## src/pkg/hwm_regs.svh

```systemverilog
/*
 Constants for the halfword multiply unit: operand bit positions,
 condition field layout and reset values.
 Assumes big-endian bit numbering: architectural bit 0 is data bit 31.
*/
`ifndef HWM_REGS_SVH
`define HWM_REGS_SVH

`define HWM_HI_MSB    31
`define HWM_HI_LSB    16
`define HWM_LO_MSB    15
`define HWM_LO_LSB    0
`define HWM_CR_LT     3
`define HWM_CR_GT     2
`define HWM_CR_EQ     1
`define HWM_CR_SO     0
`define HWM_SO_BIT    31
`define HWM_RST_WORD  32'h0000_0000
`define HWM_RST_CR    4'h0

`endif

```

## src/pkg/hwm_pkg.sv

```systemverilog
/*
 Types shared by the halfword multiply unit.
 Assumes nothing of its surroundings.
*/
package hwm_pkg;
	typedef enum logic [1:0] {
		HWM_SEL_CROSS,
		HWM_SEL_HIGH,
		HWM_SEL_LOW
	} hwm_sel_t;

	typedef struct packed {
		logic     valid;
		hwm_sel_t sel;
		logic     is_signed;
		logic     record;
		logic [31:0] src_a;
		logic [31:0] src_b;
		logic [31:0] fixed_point_exception_reg;
	} hwm_req_t;

	typedef struct packed {
		logic        valid;
		logic [31:0] product;
		logic        cr_we;
		logic [3:0]  cr_field;
	} hwm_rsp_t;
endpackage : hwm_pkg

```

## src/core/hwm_unit.sv

```systemverilog
/*
 Halfword to word multiply datapath, one cycle from request to result.
 Assumes decode supplies operands and the exception word on the same
 cycle, and writeback honours cr_we; it never writes the exception reg.
*/
`include "hwm_regs.svh"

module hwm_unit
	import hwm_pkg::*;
(
	// Clock and reset
	input  wire logic     mclk,
	input  wire logic     rst_n,
	// Request from decode
	input  wire hwm_req_t req,
	// Result to writeback
	output hwm_rsp_t      rsp
);

	////////////////////////////////////////////////////////////////////
	function automatic logic [16:0] hwm_ext(input logic [15:0] h,
		input logic sgn);
		hwm_ext = {sgn & h[15], h};
	endfunction : hwm_ext

	wire logic [15:0] a_hi = req.src_a[`HWM_HI_MSB:`HWM_HI_LSB];
	wire logic [15:0] a_lo = req.src_a[`HWM_LO_MSB:`HWM_LO_LSB];
	wire logic [15:0] b_hi = req.src_b[`HWM_HI_MSB:`HWM_HI_LSB];
	wire logic [15:0] b_lo = req.src_b[`HWM_LO_MSB:`HWM_LO_LSB];

	// Cross takes low of first and high of second
	// Code 3 is unused by decode and falls through to the cross pairing
	wire logic [15:0] op_a = (req.sel == HWM_SEL_HIGH) ?
		a_hi : a_lo;
	wire logic [15:0] op_b = (req.sel == HWM_SEL_LOW) ?
		b_lo : b_hi;

	// 17-bit signed operands cover both signed and unsigned forms
	// One multiplier serves both forms, at the cost of a 17-bit array
	wire logic signed [16:0] ext_a =
		signed'(hwm_ext(op_a, req.is_signed));
	wire logic signed [16:0] ext_b =
		signed'(hwm_ext(op_b, req.is_signed));
	wire logic signed [33:0] full  = ext_a * ext_b;
	// Low 32 bits are exact for both forms
	wire logic [31:0] prod = full[31:0];

	wire logic res_zero = (prod == 32'h0000_0000);
	wire logic res_neg  = prod[31];
	// Signed compare with zero; summary overflow is read, never written
	wire logic [3:0] cr_nxt = {
		res_neg,
		~res_neg & ~res_zero,
		res_zero,
		req.fixed_point_exception_reg[`HWM_SO_BIT]};

	////////////////////////////////////////////////////////////////////
	hwm_rsp_t nxt_rsp;
	hwm_rsp_t rsp_ff;

	always_comb begin
		nxt_rsp.valid    = req.valid;
		nxt_rsp.product  = req.valid ? prod : rsp_ff.product;
		nxt_rsp.cr_we    = req.valid & req.record;
		nxt_rsp.cr_field = (req.valid & req.record) ? cr_nxt : rsp_ff.cr_field;
	end

	always_ff @(posedge mclk or negedge rst_n) begin
		if (!rst_n) begin
			rsp_ff <= '{1'b0, `HWM_RST_WORD, 1'b0, `HWM_RST_CR};
		end else begin
			rsp_ff <= nxt_rsp;
		end
	end

	// No exception register output exists: it cannot be written
	assign rsp = rsp_ff;

	////////////////////////////////////////////////////////////////////
	property p_prod;
		@(posedge mclk) disable iff (!rst_n)
		req.valid |=> rsp.valid && rsp.product == $past(prod);
	endproperty
	a_prod: assert property (p_prod) else $error("product mismatch");

	property p_cross;
		@(posedge mclk) disable iff (!rst_n)
		req.valid && req.sel == HWM_SEL_CROSS && !req.is_signed |=>
		rsp.product == $past(req.src_a[15:0]) * $past(req.src_b[31:16]);
	endproperty
	a_cross: assert property (p_cross) else $error("cross wrong");

	property p_high;
		@(posedge mclk) disable iff (!rst_n)
		req.valid && req.sel == HWM_SEL_HIGH && !req.is_signed |=>
		rsp.product == $past(req.src_a[31:16]) * $past(req.src_b[31:16]);
	endproperty
	a_high: assert property (p_high) else $error("high wrong");

	property p_low;
		@(posedge mclk) disable iff (!rst_n)
		req.valid && req.sel == HWM_SEL_LOW && req.is_signed |=>
		$signed(rsp.product) == $signed($past(req.src_a[15:0])) *
		$signed($past(req.src_b[15:0]));
	endproperty
	a_low: assert property (p_low) else $error("low signed wrong");

	property p_plain;
		@(posedge mclk) disable iff (!rst_n)
		!(req.valid && req.record) |=> !rsp.cr_we && $stable(rsp.cr_field);
	endproperty
	a_plain: assert property (p_plain) else $error("cr changed");

	property p_rec;
		@(posedge mclk) disable iff (!rst_n)
		req.valid && req.record |=> rsp.cr_we;
	endproperty
	a_rec: assert property (p_rec) else $error("cr not written");

	property p_cr;
		@(posedge mclk) disable iff (!rst_n)
		rsp.cr_we |-> rsp.cr_field[3:1] == {rsp.product[31],
		!rsp.product[31] && rsp.product != 0, rsp.product == 0};
	endproperty
	a_cr: assert property (p_cr) else $error("cr bits wrong");

	property p_so;
		@(posedge mclk) disable iff (!rst_n)
		req.valid && req.record |=> rsp.cr_field[0] == $past(req.fixed_point_exception_reg[31]);
	endproperty
	a_so: assert property (p_so) else $error("so not copied");

	////////////////////////////////////////////////////////////////////
	// The next three checks compare against plain products of the selected
	// halves, so a wrong pairing or extension in the datapath shows up.

	// Signed cross form
	property p_cross_s;
		@(posedge mclk) disable iff (!rst_n)
		req.valid && req.sel == HWM_SEL_CROSS && req.is_signed |=>
		$signed(rsp.product) == $signed($past(req.src_a[15:0])) *
		$signed($past(req.src_b[31:16]));
	endproperty
	a_cross_s: assert property (p_cross_s) else $error("cross signed");

	// Signed high form
	property p_high_s;
		@(posedge mclk) disable iff (!rst_n)
		req.valid && req.sel == HWM_SEL_HIGH && req.is_signed |=>
		$signed(rsp.product) == $signed($past(req.src_a[31:16])) *
		$signed($past(req.src_b[31:16]));
	endproperty
	a_high_s: assert property (p_high_s) else $error("high signed");

	// Unsigned low form
	property p_low_u;
		@(posedge mclk) disable iff (!rst_n)
		req.valid && req.sel == HWM_SEL_LOW && !req.is_signed |=>
		rsp.product == $past(req.src_a[15:0]) * $past(req.src_b[15:0]);
	endproperty
	a_low_u: assert property (p_low_u) else $error("low unsigned");

	// A result follows every request
	property p_valid;
		@(posedge mclk) disable iff (!rst_n)
		req.valid |=> rsp.valid;
	endproperty
	a_valid: assert property (p_valid) else $error("no result");

	// No result without a request
	property p_idle;
		@(posedge mclk) disable iff (!rst_n)
		!req.valid |=> !rsp.valid;
	endproperty
	a_idle: assert property (p_idle) else $error("stray result");

	// Product holds between requests
	property p_hold;
		@(posedge mclk) disable iff (!rst_n)
		!req.valid |=> $stable(rsp.product);
	endproperty
	a_hold: assert property (p_hold) else $error("product moved");

	// Field write only rides on a result
	property p_we;
		@(posedge mclk) disable iff (!rst_n)
		rsp.cr_we |-> rsp.valid;
	endproperty
	a_we: assert property (p_we) else $error("cr write alone");

	// Exactly one of lt, gt, eq on a recorded result
	property p_onehot;
		@(posedge mclk) disable iff (!rst_n)
		rsp.cr_we |-> $onehot(rsp.cr_field[3:1]);
	endproperty
	a_onehot: assert property (p_onehot) else $error("cr not one hot");

	// Zero product sets eq only
	property p_zero;
		@(posedge mclk) disable iff (!rst_n)
		rsp.cr_we && rsp.product == 32'h0000_0000 |->
		rsp.cr_field[3:1] == 3'h1;
	endproperty
	a_zero: assert property (p_zero) else $error("zero flag");

endmodule : hwm_unit

```

## config.mk

```make
export PLATFORM = sky130hd
export DESIGN_NAME = hwm_unit
export DESIGN_NICKNAME = d
export VERILOG_FILES = /design/src/pkg/hwm_pkg.sv /design/src/core/hwm_unit.sv
export VERILOG_INCLUDE_DIRS = /design/src /design/src/pkg
export SDC_FILE = /design/constraint.sdc
export NUM_CORES = 1
export LEC_CHECK = 0
export BUFFER_PORTS_ARGS = -buffer_cell sky130_fd_sc_hd__clkbuf_2
export CORE_MARGIN = 4
export CORE_UTILIZATION = 32
export CTS_BUF_LIST = sky130_fd_sc_hd__clkbuf_16
export DETAILED_ROUTE_END_ITERATION = 10
export PLACE_DENSITY = 0.51
export SLEW_MARGIN = 5
export SYNTH_ARGS = -nofsm -noshare
export SYNTH_HDL_FRONTEND = slang
export SYNTH_SLANG_ARGS = --single-unit
```

## constraint.sdc

```tcl
create_clock -name mclk -period 1.69 [get_ports mclk]
set_input_delay 0.338 -clock mclk [delete_from_list [all_inputs] [get_ports mclk]]
set_output_delay 0.338 -clock mclk [all_outputs]
set_load 0.02 [all_outputs]
```

==> reports/metrics.cfg, run 1 <==
[synth]
async_flop_share_pct = 100
synth-edff-count = 0
yosysSeqAreaShare_pct = 7.51
netlist_instances = 1400
synth_top_area_share_pct = 44.6
yosysTopAreaCell = fa_1
syn_area_per_cell_um2 = 9.04
synth_ff_type = dfrtp_1
ys_ff_latch = 38
ys_warn_count = 0
syn_area_mm2 = 0.0127
synth_area_leaders = fa_1 45%, inv_1 9.7%, ha_1 8.1%, dfrtp_1 7.5%, nor2_1 5.0%
synth.distinct_cells = 67
syn_nets = 1867
synth_commonest_cells = 326 x inv_1, 282 x fa_1, 168 x nor2_1
synth_most_common_cell = inv_1

[global_route]
grt_pass1_vias = 12158
grt_max_degree = 39
grt_usage_pct = 18.3
grt_pass1_wl_mm = 62.0
antenna_found_initial = 0
grt_overflow = 0

[die]
die_y_um = 207
dieArea_mm2 = 0.0428
fp.dieW_um = 207
boundaryPins = 141
start_util_pct = 32.5
coreArea_mm2 = 0.0389
row_count = 72

[timing]
fin_crit_sh_pct = 389
rsz0062_at_grt = true
fin_setup_tns_ps = -132030
fin_crit_ps = 6580
maxSlewHeadroom_pct = 67.8
worst_slack_ps = -4890
skew_ps = 0
slew_violations = 0
fmax_mhz = 152
worst_slew_pin_slew_ps = 483
hold_violations = 0
setup_viol_count_final = 35

[placed_design]
gp_congestion = 0.871
place_ws_ps = -5350
dp_hpwl_mm = 33.1
port_buffers = 109

[clock_network]
insertion_delay_ps = 270
numCtsBuffers = 5
cts.sink_count = 38
clk_path_buf_depth = 2
cts.reportedPaths.clkPinSlew_ps = 60
h-tree-depth = 2
cts_tree = done
cts_root_buffer = clkbuf_16

[status]
violations = setup timing
status = finished, violations left

[detailed_routing]
firstDrtPassIters = 5
drt-initial-drc-count = 413
vias = 10959
viasPerCell = 4.71
routed_wl_mm = 39.0
postRouteAntennaNets = 0
drc = 0
wl_per_cell_um = 16.8

[setup_path]
crit_cells = 28
cpMaxStageDelayCell = fa_1
reg2reg_depth = 1
worstPathRequired_ps = 1850
worstSetupPathType = input port to flop
cp-start-kind = input port
cpLargestDelayFamily = adder cells
cpPeakStageDelay_ps = 530
critPathMaxFanout = 8
cp_common_cell = fa_1
cp-end-kind = flop
critPathBufInv = 10
cp_data_arrival_time_ps = 6740

[cells_and_area]
drive_above_1_share_pct = 39.8
fillers = 3746
final_core_util_pct = 47.1
diodes = 0
largest_register_ffs = 38
area_growth_pct = 44.8
final_nets = 2277

[run]
max_cap_violations = 0

[worst_hold_path]
hold_class = input port to async pin

==> cell usage in the layout (no fill, tap or decap), types with 6 or more instances in the layout <==
cell type,instances
dfrtp_1,38
o21ai_1,7
nand2_4,6
o21ai_2,10
nand3_1,7
buf_6,54
mux2_4,29
clkbuf_16,7
mux2i_1,16
nor2_4,8
clkbuf_2,107
xor2_1,6
nand4_1,7
fa_2,14
inv_1,296
buf_12,18
xnor2_1,16
ha_4,33
nor2_1,150
nor2_2,10
nand2_2,14
mux2i_4,13
mux2_2,16
buf_4,253
o211ai_1,8
buf_8,7
a21oi_2,16
nand2b_1,9
a21oi_1,8
nand2_1,142
fa_1,268
ha_1,47
inv_2,30
nand3_2,10
a21o_1,7
==> timing repair <==
action / in CTS / in global routing
hold buffers: 0 / 0
endpoints found under the setup margin: 35 / 35
pin swaps: 26 / 77
setup buffers: 17 / 41
resized for setup: 107 / 236
cloned: 1 / 4
==> worst paths after layout <==
check                                     from             endpoint  slack (ps)
setup / recovery                       req[98]   rsp[2]$_DFFE_PN0P_       -4890
hold / removal                           rst_n   rsp[8]$_DFFE_PN0P_         100
setup reg to reg           rsp[33]$_DFFE_PN0P_  rsp[33]$_DFFE_PN0P_         880
hold reg to reg            rsp[31]$_DFFE_PN0P_  rsp[31]$_DFFE_PN0P_         490
max in group asynchronous                rst_n   rsp[1]$_DFFE_PN0P_        1250
min in group mclk                      req[31]   rsp[0]$_DFFE_PN0P_         290
==> logic make-up (layout without fill, tap and decap cells) <==
kind of cell             count (synthesis)  count (layout)  synth area share (%)
flip-flops                              38              38                  7.51
adder cells (fa/ha/maj)                364             364                  52.7
XOR/XNOR                                29              29                  2.01
AO/OA/AOI/OAI                          116             116                  6.51
multiplexers                            76              77                  6.64
buffers and inverters                  368             778                  11.0
AND/OR/NAND/NOR                        409             409                  13.6
==> per-stage QoR <==
stage                     cells  cell area, µm²  hold WS, ps
after global routing       2329           18300          146
final                      2329           18300          103
after floorplan            1400           12900         42.4
after global placement     2265           16100          413
after detailed placement   2265           16100          415
after CTS                  2291           17000          120
==> layer usage <==
metal,track usage [%],share of wire [%],vias up
met3,2.00,3.7,36
li1,-,-,5093
met1,23.3,42,5642
met2,34.3,53,188
met4,3.00,1.5,0
met5,0,0,-
==> final cells by class <==
class | instances | area, µm² | share of cell area, %
Clock inverter | 3 | 16.3 | 0.0888
Inverter | 327 | 1230 | 6.70
Clock buffer | 5 | 125 | 0.683
Tap cell | 518 | 648 | 3.54
Multi-Input combinational cell | 995 | 11800 | 64.3
Timing Repair Buffer | 443 | 3570 | 19.5
Sequential cell | 38 | 951 | 5.19
Power of run 1 is left out: the tool's default activity adds up to more than one toggle a clock period on the data nets, which glitch-free logic cannot reach.
==> run 2: changes to the inputs <==
--- a/config.mk
+++ b/config.mk
@@ -12,6 +12,7 @@
 export CTS_BUF_LIST = sky130_fd_sc_hd__clkbuf_16
 export DETAILED_ROUTE_END_ITERATION = 10
 export PLACE_DENSITY = 0.51
+export REMOVE_ABC_BUFFERS = 1
 export SLEW_MARGIN = 5
 export SYNTH_ARGS = -nofsm -noshare
 export SYNTH_HDL_FRONTEND = slang
==> constraint.sdc (replaced) <==
create_clock -name mclk -period 8.3 [get_ports mclk]
set_input_delay 1.66 -clock mclk [delete_from_list [all_inputs] [get_ports mclk]]
set_output_delay 1.66 -clock mclk [all_outputs]
set_load 0.02 [all_outputs]
==> run 2 against run 1 <==
Net effect:
- the run now ends clean
- worst setup slack improved by 5100 ps
- core utilization down 5.7 points
- first-iteration DRC count rose by 3.6%
- sequential cell count unchanged
- clock-buffer cell count unchanged
- final area fell by 12%
- non-clock buffer count is 97 lower
- clock skew unchanged
- final cell count shrank 4.1%
==> reports/metrics.cfg, run 2 (synthesized netlist as in run 1, its figures left out) <==
[setup_path]
cpMaxStageDelayCell = fa_1
critPathMaxFanout = 7  ; -1
cpPeakStageDelay_ps = 520  ; about the same
cp_data_arrival_time_ps = 8210  ; +1470 ps
cp-start-kind = input port
worstPathRequired_ps = 8460  ; +6610 ps
worstSetupPathType = input port to flop
cp_common_cell = fa_1
cp-end-kind = flop

[clock_network]
cts.reportedPaths.clkPinSlew_ps = 50  ; about the same
cts_tree = done
cts_root_buffer = clkbuf_16
cts.sink_count = 38  ; unchanged
clk_path_buf_depth = 2  ; unchanged
numCtsBuffers = 5  ; unchanged
insertion_delay_ps = 280  ; about the same
h-tree-depth = 2  ; unchanged

[die]
row_count = 72  ; unchanged
fp.dieW_um = 207  ; unchanged
coreArea_mm2 = 0.0389  ; unchanged
dieArea_mm2 = 0.0428  ; unchanged
die_y_um = 207  ; unchanged
start_util_pct = 32.5  ; unchanged
boundaryPins = 141  ; unchanged

[run]
max_cap_violations = 0  ; unchanged

[placed_design]
placed_cells = 2205  ; -2.6%
place_ws_ps = -277  ; +5080 ps
dp_hpwl_mm = 32.2  ; -2.8%
port_buffers = 109  ; unchanged
gp_congestion = 0.887  ; +1.8%

[timing]
setup_viol_count_final = 0  ; -100%
fmax_mhz = 124
fin_crit_sh_pct = 96.9
worst_slew_pin_slew_ps = 957  ; +475 ps
slew_violations = 0  ; unchanged
skew_ps = 0  ; unchanged
worst_slack_ps = 257  ; +5140 ps
hold_violations = 0  ; unchanged
fin_crit_ps = 8040
maxSlewHeadroom_pct = 36.2  ; -32 points

[cells_and_area]
drive_above_1_share_pct = 26.5  ; -13 points
mostFrequentLayoutCell = inv_1
multi_input_area_mm2 = 0.0106  ; -9.9%
largest_register_ffs = 38  ; unchanged
final_nets = 2181  ; -4.2%
regArea_um2 = 951  ; unchanged
final_core_util_pct = 41.4  ; -5.7 points
final_cell_mix = 320 x inv_1, 279 x fa_1, 216 x buf_4
diodes = 0  ; unchanged
fillers = 3961  ; +5.7%
area_growth_pct = 27.4
final_cells = 2233  ; -4.1%

[global_route]
antenna_found_initial = 0  ; unchanged
grt_overflow = 0  ; unchanged
grt_usage_pct = 16.9  ; -1.4 points
grt_max_degree = 39  ; unchanged
grt_pass1_wl_mm = 57.1  ; -7.9%
grt_pass1_vias = 11004  ; -9.5%

[detailed_routing]
viasPerCell = 4.68  ; -0.54%
wl_per_cell_um = 16.3  ; -2.7%
vias = 10451  ; -4.6%
firstDrtPassIters = 5  ; unchanged
postRouteAntennaNets = 0  ; unchanged
drc = 0  ; unchanged
drt-initial-drc-count = 428  ; +3.6%
routed_wl_mm = 36.4  ; -6.8%

[worst_hold_path]
hold_class = flop to flop

[status]
status = finished clean

-- run 2: changes by cell type in the layout (fill, tap and decap cells not counted), moves of 12 or more --
cell     previous run  this run
buf_6              54         9
buf_4             253       216
ha_1               47        79
ha_4               33         3
inv_1             296       320
inv_2              30         7
o21ai_0             4        21
nor2_1            150       165
a21oi_1             8        22
nand2_1           142       156
mux2i_1            16        28
-- run 2: through the flow --
step	hold WS, ps	setup TNS [ps]	area, µm²
3_3_place_gp	477	-569	15400
4_1_cts	501	0	15600
6_report	492	0	16100
2_1_floorplan	589	-20360	12500
3_5_place_dp	486	-736	15400
5_1_grt	531	-2.38	16100
-- run 2: critical path: cells and delay by family --
family                     cells  cell delay (ps)
buffers and inverters          8              850
and+or+nand+nor                6              810
AOI/OAI and AO/OA              4             1080
muxes                          1              370
adders and majority gates      7             3290
xor gates and xnor gates       1              120
-- run 2: repair_timing --
action,4_1_cts,5_1_grt
hold buffers,0,0
gates cloned,0,5
setup buffers,0,15
gates resized for setup,3,90
pin swaps,0,35
endpoints found under the setup margin,1,5
-- run 2: worst paths after layout --
| kind | start | endpoint | slack (ps) | depth (start not counted) |
|---|---|---|---|---|
| max | req[98] | rsp[2]$_DFFE_PN0P_ | 260 | 27 |
| min | rsp[17]$_DFFE_PN0P_ | rsp[17]$_DFFE_PN0P_ | 490 | 2 |
| max reg2reg | rsp[14]$_DFFE_PN0P_ | rsp[14]$_DFFE_PN0P_ | 7530 | 1 |
| min reg2reg | rsp[17]$_DFFE_PN0P_ | rsp[17]$_DFFE_PN0P_ | 490 | 2 |
| max in group asynchronous | rst_n | rsp[26]$_DFFE_PN0P_ | 6190 | 1 |
| min in group asynchronous | rst_n | rsp[0]$_DFFE_PN0P_ | 1520 | 1 |
-- run 2: metal layers --
metal / vias up / part of all wire, % / global-route usage (%)
li1: 4896 / - / -
met1: 5297 / 44 / 22.5
met2: 233 / 49 / 29.9
met3: 25 / 6.0 / 2.95
met4: 0 / 0.99 / 1.89
met5: - / 0 / 0
-- run 2: layout make-up --
class	count	area share [%]
Sequential cell	38	5.90
Multi-Input combinational cell	996	65.9
Clock inverter	3	0.0776
Inverter	327	7.61
Timing Repair Buffer	346	15.7
Tap cell	518	4.02
Clock buffer	5	0.776
Power of run 2 is left out for the same reason.
